--- src/design/tmc_pkg.sv ---
/*
  Package of the transceiver mode controller: modes, carrier structs, register map and timing constants.
  Assumes a 20 MHz system clock; all counts are derived from times at that rate.
*/
package tmc_pkg;

  typedef enum logic [2:0] {
    MD_NORMAL,
    MD_SILENT,
    MD_STANDBY,
    MD_GOTOSLEEP,
    MD_SLEEP,
    MD_PROTECTED
  } tmc_mode_t;

  // Supply comparator results, all active high
  typedef struct packed {
    logic battery_uv;
    logic core_above_rise;
    logic core_uv;
    logic io_above_rise;
    logic io_uv;
  } tmc_supply_t;

  // Analog block enables
  typedef struct packed {
    logic driver_en;
    logic receiver_en;
    logic bus_monitor_en;
    logic local_wake_monitor_en;
  } tmc_xcvr_t;

  localparam int unsigned CLK_MHZ = 20;
  localparam int unsigned CNT_W = 32;

  localparam int unsigned INACTIVE_TIME_US = 1000000;
  localparam int unsigned UV_PERSIST_TIME_US = 200000;
  localparam int unsigned SLEEP_ENTRY_DELAY_US = 20;
  localparam int unsigned WK_FILTER_TIME_NS = 1000;
  localparam int unsigned WK_TIMEOUT_TIME_US = 1000;

  localparam int unsigned INACTIVE_CYC = INACTIVE_TIME_US * CLK_MHZ;
  localparam int unsigned UV_PERSIST_CYC = UV_PERSIST_TIME_US * CLK_MHZ;
  localparam int unsigned SLEEP_ENTRY_CYC = SLEEP_ENTRY_DELAY_US * CLK_MHZ;
  localparam int unsigned WK_FILTER_CYC = (WK_FILTER_TIME_NS * CLK_MHZ + 999) / 1000;
  localparam int unsigned WK_TIMEOUT_CYC = WK_TIMEOUT_TIME_US * CLK_MHZ;

  // Register map, byte addresses
  localparam logic [3:0] ADDR_CTRL = 4'h0;
  localparam logic [3:0] ADDR_STATUS = 4'h4;
  localparam int unsigned CTRL_REMOTE_WAKE_EN = 0;
  localparam int unsigned CTRL_LOCAL_WAKE_EN = 1;
  localparam logic [1:0] CTRL_RESET = 2'h3;
  localparam int unsigned ST_MODE_LSB = 0;
  localparam int unsigned ST_WAKE_REQ = 3;
  localparam int unsigned ST_POWER_ON = 4;
  localparam int unsigned ST_WAKE_LOCAL = 5;
  localparam int unsigned ST_SLEEP_SWE = 6;
  localparam int unsigned ST_SWE_RUN = 7;

endpackage

--- src/design/tmc_mode_ctrl.sv ---
/*
  Operating-mode controller of a low-power CAN FD transceiver, with an Avalon-MM register slave.
  Assumes supply comparators, bus monitor and wake pin arrive as clean levels on i_sys_clk.
*/
// Summary of operation
// - Six modes chosen by pins, supplies and wake events.
// - Undervoltage timers stay disabled until their supply first rises above threshold.
// - Armed undervoltage lasting past persist time forces sleep.
// - Sleep-wake-error timer starts on standby entry, clears on normal entry.
// - Silent from standby keeps that timer running; silent from normal does not.
// - Timer expiry in standby or standby-entered silent forces sleep.
// - Sleep from go-to-sleep or undervoltage exits on standby pin rise; enable picks mode.
// - Pin-driven sleep exit only while io supply is above rising threshold.
// - Timeout sleep exits with standby pin high and an enable edge choosing mode.
// - Normal mode enables driver and receiver, receive output follows bus, inhibit on.
// - Silent mode disables driver, receiver follows bus, inhibit on.
// - Standby disables driver and receiver, runs bus monitor, receive low flags wake.
// - Go-to-sleep holds inhibit on, then after delay enters sleep, inhibit released.
// - Entering normal clears wake request and power-on flags.
// - Silent mode shows power-on and local failure on the fault output.
// - After a standby wake, normal mode reports the wake source on fault output.
// - Pending wake events turn a go-to-sleep request into standby until normal mode.
// - Sleep turns inhibit off, watches remote and local wake, exits on them.
// - Local wake monitor active in sleep, off in normal.
// - Remote wake needs dominant, recessive, dominant filtered within the wake timeout.
`timescale 1ns/10ps
module tmc_mode_ctrl #(
  parameter int unsigned P_INACTIVE_CYC = tmc_pkg::INACTIVE_CYC,
  parameter int unsigned P_UV_PERSIST_CYC = tmc_pkg::UV_PERSIST_CYC,
  parameter int unsigned P_WK_TIMEOUT_CYC = tmc_pkg::WK_TIMEOUT_CYC
) (
  input wire logic i_sys_clk,
  input wire logic i_rst,
  input wire logic i_en,
  input wire logic i_standby_ctrl_n,
  input wire tmc_pkg::tmc_supply_t i_supply,
  input wire logic i_bus_dominant,
  input wire logic i_bus_rx,
  input wire logic i_local_wake_pin,
  input wire logic i_local_failure,
  input wire logic [3:0] i_avs_address,
  input wire logic i_avs_read,
  input wire logic i_avs_write,
  input wire logic [31:0] i_avs_writedata,
  input wire logic [3:0] i_avs_byteenable,
  output logic [31:0] o_avs_readdata,
  output logic o_avs_waitrequest,
  output tmc_pkg::tmc_mode_t o_mode,
  output tmc_pkg::tmc_xcvr_t o_xcvr,
  output logic o_receive_data_out,
  output logic o_supply_inhibit_output,
  output logic o_supply_inhibit_oe,
  output logic o_fault_indicator_n,
  output logic o_wake_request_flag,
  output logic o_power_on_flag
);

  localparam logic [tmc_pkg::CNT_W-1:0] INACT_LIM = tmc_pkg::CNT_W'(P_INACTIVE_CYC);
  localparam logic [tmc_pkg::CNT_W-1:0] UV_LIM = tmc_pkg::CNT_W'(P_UV_PERSIST_CYC);
  localparam logic [tmc_pkg::CNT_W-1:0] GTS_LIM = tmc_pkg::CNT_W'(tmc_pkg::SLEEP_ENTRY_CYC - 1);
  localparam logic [tmc_pkg::CNT_W-1:0] FILT_LIM = tmc_pkg::CNT_W'(tmc_pkg::WK_FILTER_CYC);
  localparam logic [tmc_pkg::CNT_W-1:0] WKTO_LIM = tmc_pkg::CNT_W'(P_WK_TIMEOUT_CYC - 1);
  localparam logic [1:0] PH_DOM1 = 2'h0;
  localparam logic [1:0] PH_REC = 2'h1;
  localparam logic [1:0] PH_DOM2 = 2'h2;

  typedef struct packed {
    tmc_pkg::tmc_mode_t mode;
    logic en_s1;
    logic en_s2;
    logic en_d;
    logic stb_s1;
    logic stb_s2;
    logic stb_d;
    logic lw_d;
    logic core_arm;
    logic io_arm;
    logic [tmc_pkg::CNT_W-1:0] core_cnt;
    logic [tmc_pkg::CNT_W-1:0] io_cnt;
    logic swe_run;
    logic [tmc_pkg::CNT_W-1:0] swe_cnt;
    logic [tmc_pkg::CNT_W-1:0] gts_cnt;
    logic sleep_swe;
    logic exit_ok;
    logic [1:0] wup_phase;
    logic [tmc_pkg::CNT_W-1:0] filt_cnt;
    logic [tmc_pkg::CNT_W-1:0] wk_cnt;
    logic wake_req;
    logic wake_local;
    logic pwr_on;
    logic rxd;
    logic fault_n;
    logic [1:0] ctrl;
    logic ack;
    logic [31:0] rdata;
  } tmc_state_t;

  tmc_state_t st_ff;
  tmc_state_t nxt_st;
  logic uv_exp;
  logic swe_exp;
  logic wup_ev;
  logic lw_ev;
  logic wake_ev;
  logic filt_match;
  logic en_rise;
  logic en_fall;
  logic stb_rise;
  logic lowpwr;

  function automatic logic [tmc_pkg::CNT_W-1:0] sat_inc(input logic [tmc_pkg::CNT_W-1:0] c,
                                                         input logic [tmc_pkg::CNT_W-1:0] lim);
    sat_inc = (c >= lim) ? lim : c + 1'b1;
  endfunction

  // Mode asked for by the pins while supplies are good
  function automatic tmc_pkg::tmc_mode_t pin_mode(input logic en, input logic stb, input logic pend);
    if (stb) begin
      pin_mode = en ? tmc_pkg::MD_NORMAL : tmc_pkg::MD_SILENT;
    end else if (en && !pend) begin
      pin_mode = tmc_pkg::MD_GOTOSLEEP;
    end else begin
      pin_mode = tmc_pkg::MD_STANDBY;
    end
  endfunction

  always_comb begin
    nxt_st = st_ff;
    nxt_st.en_s1 = i_en;
    nxt_st.en_s2 = st_ff.en_s1;
    nxt_st.en_d = st_ff.en_s2;
    nxt_st.stb_s1 = i_standby_ctrl_n;
    nxt_st.stb_s2 = st_ff.stb_s1;
    nxt_st.stb_d = st_ff.stb_s2;
    nxt_st.lw_d = i_local_wake_pin;
    en_rise = st_ff.en_s2 && !st_ff.en_d;
    en_fall = !st_ff.en_s2 && st_ff.en_d;
    stb_rise = st_ff.stb_s2 && !st_ff.stb_d;
    lowpwr = (st_ff.mode == tmc_pkg::MD_STANDBY) || (st_ff.mode == tmc_pkg::MD_GOTOSLEEP)
             || (st_ff.mode == tmc_pkg::MD_SLEEP);

    // Timers stay disarmed through a slow power-up ramp
    if (i_supply.core_above_rise) begin
      nxt_st.core_arm = 1'b1;
    end
    if (i_supply.io_above_rise) begin
      nxt_st.io_arm = 1'b1;
    end
    nxt_st.core_cnt = (st_ff.core_arm && i_supply.core_uv) ? sat_inc(st_ff.core_cnt, UV_LIM) : '0;
    nxt_st.io_cnt = (st_ff.io_arm && i_supply.io_uv) ? sat_inc(st_ff.io_cnt, UV_LIM) : '0;
    uv_exp = (st_ff.core_cnt >= UV_LIM) || (st_ff.io_cnt >= UV_LIM);

    swe_exp = st_ff.swe_run && (st_ff.swe_cnt >= INACT_LIM);
    if (st_ff.swe_run) begin
      nxt_st.swe_cnt = sat_inc(st_ff.swe_cnt, INACT_LIM);
    end
    nxt_st.gts_cnt = (st_ff.mode == tmc_pkg::MD_GOTOSLEEP) ? sat_inc(st_ff.gts_cnt, GTS_LIM) : '0;

    // Remote wake pattern detector
    wup_ev = 1'b0;
    filt_match = (st_ff.wup_phase == PH_REC) ? !i_bus_dominant : i_bus_dominant;
    if (!(lowpwr && st_ff.ctrl[tmc_pkg::CTRL_REMOTE_WAKE_EN])) begin
      nxt_st.wup_phase = PH_DOM1;
      nxt_st.filt_cnt = '0;
      nxt_st.wk_cnt = '0;
    end else begin
      nxt_st.filt_cnt = filt_match ? sat_inc(st_ff.filt_cnt, FILT_LIM) : '0;
      nxt_st.wk_cnt = (st_ff.wup_phase != PH_DOM1) ? sat_inc(st_ff.wk_cnt, WKTO_LIM) : '0;
      if (filt_match && st_ff.filt_cnt >= FILT_LIM) begin
        nxt_st.filt_cnt = '0;
        if (st_ff.wup_phase == PH_DOM2) begin
          wup_ev = 1'b1;
          nxt_st.wup_phase = PH_DOM1;
        end else begin
          nxt_st.wup_phase = st_ff.wup_phase + 2'h1;
        end
      end else if (st_ff.wup_phase != PH_DOM1 && st_ff.wk_cnt >= WKTO_LIM) begin
        // Pattern too slow: start again, which also needs a fresh filtered dominant
        nxt_st.wup_phase = PH_DOM1;
        nxt_st.filt_cnt = '0;
        nxt_st.wk_cnt = '0;
      end
    end
    lw_ev = lowpwr && st_ff.ctrl[tmc_pkg::CTRL_LOCAL_WAKE_EN] && (i_local_wake_pin != st_ff.lw_d);
    wake_ev = wup_ev || lw_ev;

    if (i_supply.battery_uv) begin
      nxt_st.mode = tmc_pkg::MD_PROTECTED;
    end else if (st_ff.mode == tmc_pkg::MD_PROTECTED) begin
      nxt_st.mode = tmc_pkg::MD_STANDBY;
      nxt_st.pwr_on = 1'b1;
    end else if (uv_exp && st_ff.mode != tmc_pkg::MD_SLEEP) begin
      nxt_st.mode = tmc_pkg::MD_SLEEP;
      nxt_st.sleep_swe = 1'b0;
    end else begin
      case (st_ff.mode)
        tmc_pkg::MD_SLEEP: begin
          if (wake_ev) begin
            nxt_st.mode = tmc_pkg::MD_STANDBY;
          end else if (i_supply.io_above_rise) begin
            if (!st_ff.sleep_swe) begin
              if (stb_rise) begin
                nxt_st.mode = st_ff.en_s2 ? tmc_pkg::MD_NORMAL : tmc_pkg::MD_SILENT;
              end
            end else if (!st_ff.stb_s2) begin
              if (en_rise || en_fall) begin
                nxt_st.exit_ok = 1'b1;
              end
            end else if (st_ff.exit_ok && en_rise) begin
              nxt_st.mode = tmc_pkg::MD_NORMAL;
            end else if (st_ff.exit_ok && en_fall) begin
              nxt_st.mode = tmc_pkg::MD_SILENT;
            end
          end
        end
        tmc_pkg::MD_GOTOSLEEP: begin
          nxt_st.mode = pin_mode(st_ff.en_s2, st_ff.stb_s2, st_ff.wake_req || wake_ev);
          if (nxt_st.mode == tmc_pkg::MD_GOTOSLEEP && st_ff.gts_cnt >= GTS_LIM) begin
            nxt_st.mode = tmc_pkg::MD_SLEEP;
            nxt_st.sleep_swe = 1'b0;
          end
        end
        default: begin
          if (swe_exp && (st_ff.mode == tmc_pkg::MD_STANDBY || st_ff.mode == tmc_pkg::MD_SILENT)) begin
            nxt_st.mode = tmc_pkg::MD_SLEEP;
            nxt_st.sleep_swe = 1'b1;
          end else if (i_supply.io_uv) begin
            nxt_st.mode = tmc_pkg::MD_STANDBY;
          end else begin
            nxt_st.mode = pin_mode(st_ff.en_s2, st_ff.stb_s2, st_ff.wake_req || wake_ev);
          end
        end
      endcase
    end

    // Mode entry effects
    if (nxt_st.mode != st_ff.mode) begin
      case (nxt_st.mode)
        tmc_pkg::MD_NORMAL: begin
          nxt_st.wake_req = 1'b0;
          nxt_st.pwr_on = 1'b0;
          nxt_st.swe_run = 1'b0;
          nxt_st.swe_cnt = '0;
        end
        tmc_pkg::MD_STANDBY: begin
          if (!st_ff.swe_run) begin
            nxt_st.swe_run = 1'b1;
            nxt_st.swe_cnt = '0;
          end
        end
        tmc_pkg::MD_SLEEP: begin
          nxt_st.swe_run = 1'b0;
          nxt_st.swe_cnt = '0;
          // A sleep begun with the pin already high needs the extra enable toggle
          nxt_st.exit_ok = !st_ff.stb_s2;
        end
        default: begin
          nxt_st.swe_run = st_ff.swe_run;
        end
      endcase
    end

    // Set wins over the normal-entry clear
    if (wake_ev) begin
      nxt_st.wake_req = 1'b1;
      nxt_st.wake_local = lw_ev;
    end

    case (nxt_st.mode)
      tmc_pkg::MD_NORMAL: begin
        nxt_st.rxd = i_bus_rx;
        nxt_st.fault_n = !st_ff.wake_local;
      end
      tmc_pkg::MD_SILENT: begin
        nxt_st.rxd = i_bus_rx;
        nxt_st.fault_n = !(nxt_st.pwr_on || i_local_failure);
      end
      default: begin
        nxt_st.rxd = !nxt_st.wake_req;
        nxt_st.fault_n = 1'b1;
      end
    endcase

    // Avalon slave: writes take effect at once, reads take one wait state
    nxt_st.ack = i_avs_read && !st_ff.ack;
    if (i_avs_read && !st_ff.ack) begin
      nxt_st.rdata = '0;
      if (i_avs_address == tmc_pkg::ADDR_CTRL) begin
        nxt_st.rdata[1:0] = st_ff.ctrl;
      end else if (i_avs_address == tmc_pkg::ADDR_STATUS) begin
        nxt_st.rdata[tmc_pkg::ST_MODE_LSB +: 3] = st_ff.mode;
        nxt_st.rdata[tmc_pkg::ST_WAKE_REQ] = st_ff.wake_req;
        nxt_st.rdata[tmc_pkg::ST_POWER_ON] = st_ff.pwr_on;
        nxt_st.rdata[tmc_pkg::ST_WAKE_LOCAL] = st_ff.wake_local;
        nxt_st.rdata[tmc_pkg::ST_SLEEP_SWE] = st_ff.sleep_swe;
        nxt_st.rdata[tmc_pkg::ST_SWE_RUN] = st_ff.swe_run;
      end
    end
    if (i_avs_write && i_avs_byteenable[0] && i_avs_address == tmc_pkg::ADDR_CTRL) begin
      nxt_st.ctrl = i_avs_writedata[1:0];
    end
  end

  always_ff @(posedge i_sys_clk) begin
    if (i_rst) begin
      st_ff <= '0;
      st_ff.mode <= tmc_pkg::MD_STANDBY;
      st_ff.swe_run <= 1'b1;
      st_ff.pwr_on <= 1'b1;
      st_ff.rxd <= 1'b1;
      st_ff.fault_n <= 1'b1;
      st_ff.ctrl <= tmc_pkg::CTRL_RESET;
    end else begin
      st_ff <= nxt_st;
    end
  end

  assign o_avs_waitrequest = i_avs_read && !st_ff.ack;
  assign o_avs_readdata = st_ff.rdata;
  assign o_mode = st_ff.mode;
  assign o_xcvr.driver_en = (st_ff.mode == tmc_pkg::MD_NORMAL);
  assign o_xcvr.receiver_en = (st_ff.mode == tmc_pkg::MD_NORMAL) || (st_ff.mode == tmc_pkg::MD_SILENT);
  assign o_xcvr.bus_monitor_en = lowpwr;
  assign o_xcvr.local_wake_monitor_en = lowpwr && st_ff.ctrl[tmc_pkg::CTRL_LOCAL_WAKE_EN];
  assign o_receive_data_out = st_ff.rxd;
  assign o_supply_inhibit_output = 1'b1;
  assign o_supply_inhibit_oe = (st_ff.mode != tmc_pkg::MD_SLEEP) && (st_ff.mode != tmc_pkg::MD_PROTECTED);
  assign o_fault_indicator_n = st_ff.fault_n;
  assign o_wake_request_flag = st_ff.wake_req;
  assign o_power_on_flag = st_ff.pwr_on;
endmodule // tmc_mode_ctrl

--- config.mk ---
export PLATFORM = sky130hd
export DESIGN_NAME = tmc_mode_ctrl
export DESIGN_NICKNAME = d
export VERILOG_FILES = /design/src/design/tmc_pkg.sv /design/src/design/tmc_mode_ctrl.sv
export SDC_FILE = /design/constraint.sdc
export NUM_CORES = 1
export LEC_CHECK = 0
export ABC_CLOCK_PERIOD_IN_PS = 9000
export BUFFER_PORTS_ARGS = -buffer_cell sky130_fd_sc_hd__buf_2
export CORE_MARGIN = 4
export CORE_UTILIZATION = 60
export DETAILED_ROUTE_END_ITERATION = 7
export GPL_TIMING_DRIVEN = 0
export PLACE_DENSITY = 0.81
export SYNTH_ARGS = -nofsm -noshare
export SYNTH_HDL_FRONTEND = slang
export SYNTH_SLANG_ARGS = --single-unit
--- constraint.sdc ---
create_clock -name i_sys_clk -period 9 [get_ports i_sys_clk]
set_input_delay 1.8 -clock i_sys_clk [delete_from_list [all_inputs] [get_ports i_sys_clk]]
set_output_delay 1.8 -clock i_sys_clk [all_outputs]
set_load 0.005 [all_outputs]
Word level (Yosys, flattened, before mapping)
Cells that the tools add are included.
{"block": "op_classes", "bitwise": 7, "magnitude_cmp": 6, "n_eq_ne": 18, "reduce_logical": 59, "mux": 68, "add_sub_neg": 7}
{"op": "$mux 32", "n": 9}
{"op": "$add 32x1->32 const B", "n": 6}
{"op": "$mux 66", "n": 1}
{"op": "$ge 32x22->1 const B", "n": 2}
{"op": "$pmux 32 s2", "n": 1}
{"op": "$mux 3", "n": 18}
{"op": "$mux 22", "n": 2}
{"op": "$mux 34", "n": 1}
{"op": "$ge 32x15->1 const B", "n": 1}
{"op": "$ge 32x25->1 const B", "n": 1}
{"op": "$ge 32x5->1 const B", "n": 1}
{"op": "$ge 32x9->1 const B", "n": 1}
{"op": "$mux 1", "n": 26}
{"op": "$logic_and 1x1->1", "n": 21}
{"op": "$eq 3x2->1 const B", "n": 4}
{"op": "$logic_not 1->1", "n": 10}
{"op": "$reduce_or 2->1", "n": 5}
{"op": "$eq 3x3->1 const B", "n": 3}
{"op": "$logic_or 1x1->1", "n": 9}
{"op": "$mux 9", "n": 1}
{"op": "$reduce_or 3->1", "n": 3}
{"op": "$mux 8", "n": 1}
{"op": "$not 1->1", "n": 7}
{"op": "$eq 3x1->1 const B", "n": 2}
{"op": "other kinds (22)", "n": 29}
{"block": "totals", "register_bits": 225, "output_inout_bits": 46, "elab_cells": 197}

Logic depth before layout (Yosys ltp)
{"block": "logic_depth", "depth_word": 28, "mapped_depth": 11, "mapped_depth_nobuf": 10}

Least setup slack after synthesis
No wires, ideal clock.
{"block": "synth_path", "path_kind": "in2out", "from": "in i_avs_read", "to": "out o_avs_waitrequest", "t_required_ns": 7.200, "path_buffers": 1, "stages": 3, "t_arrival_ns": 2.260, "setup_slack_ns": 4.940, "cell_sequence": "nand2b_1 > clkbuf_1 > inv_1"}
{"block": "synth_between", "elab_chain_cells": 1}
{"element": "start: declaration", "line_no": "tmc_mode_ctrl.sv:42", "text": "input wire logic i_avs_read,"}
{"element": "$logic_and 1x1->1", "line_no": "tmc_mode_ctrl.sv:318", "text": "assign o_avs_waitrequest = i_avs_read && !st_ff.ack;"}
{"element": "end: declaration", "line_no": "tmc_mode_ctrl.sv:47", "text": "output logic o_avs_waitrequest,"}
Every way passes these cells.

Worst setup path after layout
Ends and elaborated chain as after synthesis.

==> metrics.csv <==
stage;metric;value;unit
outcome;status;completed;
routing;DRT Wirelength;17400;microns
logic_synthesis;Area contributors post-synth;dfxtp_1 (50%), xor2_1 (4.8%), nor2_1 (4.3%);
floorplan;Core Box Area;14600;sq um
logic_synthesis;biggest area consumer among synthesized cells;dfxtp_1;
layout;layout cells sized above 1;16.0;%
routing;DR WL/cell;13.5;microns
sta;Clock Skew;0.0132;ns
job;max_cap viols;0;
worst_setup_path;Slowest-stage cell, CP;clkbuf_1;
global_route;first-pass GRT wire length;29200;microns
routing;# DRC;0;
pwr;P_leak;4.18;nW
worst_setup_path;startpoint types;input port;
worst_setup_path;crit end category;output port;
routing;Pre-antenna DRT Iters;5;
logic_synthesis;Synth Flop Type;dfxtp_1;
sta;FMAX;227;MHz
floorplan;Die Height;130;microns
layout;Area Overhead vs Synth;18.7;%
clock_network;CTS-repair resized insts;0;
clock_network;cts bufs inserted;23;
floorplan;Initial Util;61.7;%
routing;via count;6676;
logic_synthesis;sequential area share after synthesis;50.1;%
min_path;hold path startpoint;nxt_st[244];
clock_network;hold buffer count at cts;0;
logic_synthesis;Synth Register Bits;225;
global_route;number of global-route vias before repair;6350;
placed_design;Port Buffer Count;41;
clock_network;CTS tree;yes;
global_route;initial antenna violation count;1;
placed_design;Cell Area, Placed;9840;sq um
logic_synthesis;ys async rst share;0;%
clock_network;Setup Fix Bufs, Post-CTS;0;
worst_setup_path;CP peak stage delay;0.39;ns
global_route;GRT Overall Usage;20.6;%
worst_setup_path;most frequent CP cell;buf_2;
logic_synthesis;number of synthesized flops with an enable pin;0;
routing;Vias per Instance;5.16;
sta;fin crit share;49.0;%
global_route;total congestion overflow;0;
worst_setup_path;Critical Path, Cell by Cell;buf_2 -> nand2b_1 -> clkbuf_1 -> inv_1 -> buf_2;
placed_design;Placer Congestion;0.910;
logic_synthesis;mean area per synthesized cell;9.82;sq um
floorplan;Die W;130;microns
placed_design;Placement Setup Slack;4.60;ns
routing;drt initial violations;300;
clock_network;clk slew on worst S/H paths;0.06;ns
layout;most frequent cells in the layout;dfxtp_1 (225), conb_1 (112), nor2_1 (104);
logic_synthesis;Mapped Cells;916;
sta;TNS Setup;0;ns
clock_network;Worst-Skew Late Latency;0.52;ns
clock_network;CTS H-Tree Depth;1;
worst_setup_path;Worst Setup SP;i_avs_read;
sta;endpoints failing hold;0;
sta;slew at the pin with the worst max-slew slack;0.754;ns
worst_setup_path;critical path class;input port to output port;
floorplan;I/O pin count;101;
sta;Slew Limit Fails;0;
clock_network;CTS sink count;225;
routing;Post-DRT Antenna Nets;0;
floorplan;die area;17000;sq um
sta;unrepaired setup endpoints after global routing;no;
floorplan;row cnt;44;
logic_synthesis;Yosys Warn Count;0;
worst_setup_path;reg-to-reg startpoint;st_ff[108];
layout;fin area;10700;sq um
sta;final setup margin;4.59;ns
logic_synthesis;mapped cell area;9000;sq um
logic_synthesis;top cell type's share of synthesized area;50.1;%
layout;n_diodes;0;
min_path;Hold Crit Class;register to register;
sta;Final Setup Violations;0;
layout;Final nets;1159;
worst_setup_path;CP Data Arrival Time;2.61;ns
pwr;cell area power density;203;nW/um^2
placed_design;HPWL after detailed placement;11900;microns
clock_network;clk root buf;clkbuf_16;
worst_setup_path;Worst EP required;7.20;ns
logic_synthesis;Unique masters post-synth;69;
sta;max-slew headroom at the worst pin;49.7;%
layout;Util after Layout;73.2;%
sta;min cycle time layout;4.41;ns
layout;most common cell after layout, fill and taps aside;dfxtp_1;
clock_network;Clock Path Buffers;3;
pwr;maximum vdd drop;0.170;mV
worst_setup_path;largest fanout on the critical path;10;
global_route;largest net degree at the start of global routing;16;
-- worst paths after layout --
check	endpoint	slack (ns)	cells past startpoint
setup / recovery	o_avs_waitrequest	4.59	5
hold / removal	nxt_st[243]	0.44	1
setup reg to reg	st_ff[165]	5.51	10
hold reg to reg	nxt_st[243]	0.44	1
-- layer usage --
layer | GRT usage, % | vias to the layer above | routed length, microns
met2 | 35.1 | 154 | 8180
met3 | 3.82 | 46 | 987
li1 | - | 3400 | -
met1 | 26.9 | 3074 | 7740
met5 | 0 | - | 13
met4 | 6.47 | 2 | 495
-- synth_stat cells (7+ instances only) --
cell type	number
xnor2_1	43
xor2_1	49
nand2_1	48
o21ai_0	10
nand2b_1	9
buf_4	38
a22oi_1	7
inv_1	31
nand3_1	43
nor4_1	24
nor4_2	19
a21oi_1	43
clkbuf_1	22
or3_1	11
nand4_1	20
ha_1	12
nor3_1	22
nor2_1	104
nor2b_1	12
a211oi_2	9
dfxtp_1	225
and3_1	21
-- report_power, final --
group,leakage (nW),switching [mW],internal (mW)
registers,1.85,0.0152,1.03
logic,1.91,0.0615,0.0415
clock network,0.416,0.393,0.632
total,4.18,0.470,1.70
-- cell type report --
cell class	count	area (sq um)
sequential	225	4500
multi-input combinational	704	4370
fill	1051	3910
clock buffer	30	652
buffer	66	415
tap	184	230
timing repair buffer	41	205
clock inverter	12	186
inverter	31	116
-- sequential cells by signal (all words and copies together) (netlist names) --
name	count
o_power_on_flag	1
o_receive_data_out	1
st_ff	206
o_wake_request_flag	1
o_mode	3
nxt_st	4
o_fault_indicator_n	1
o_avs_readdata	8
-- metrics by stage --
step / hold slack [ns] / cells / power, mW
floorplan: 0.414 / 1026 / 1.13
global placement: 0.416 / 1251 / 1.16
detailed placement: 0.424 / 1251 / 1.16
CTS: 0.439 / 1293 / 2.19
global route: 0.458 / 1293 / 2.25
finish: 0.440 / 1293 / 2.17
-- cell families after synthesis --
kind of cell               count (synthesis)  share of synthesized area [%]
and+or+nand+nor                          365                           22.8
DFF                                      225                           50.1
AOI/OAI and AO/OA                        119                           10.0
buffers and inverters                     97                           5.91
xor gates and xnor gates                  92                           8.96
adders and majority gates                 12                           1.67
muxes                                      4                          0.501
other                                      2                         0.0835
-- worst max-delay path: cells and delay by family --
kind | cells | cell delay [ns]
buffers and inverters | 4 | 0.68
and+or+nand+nor | 1 | 0.12
(Power assumes the default switching activity.)
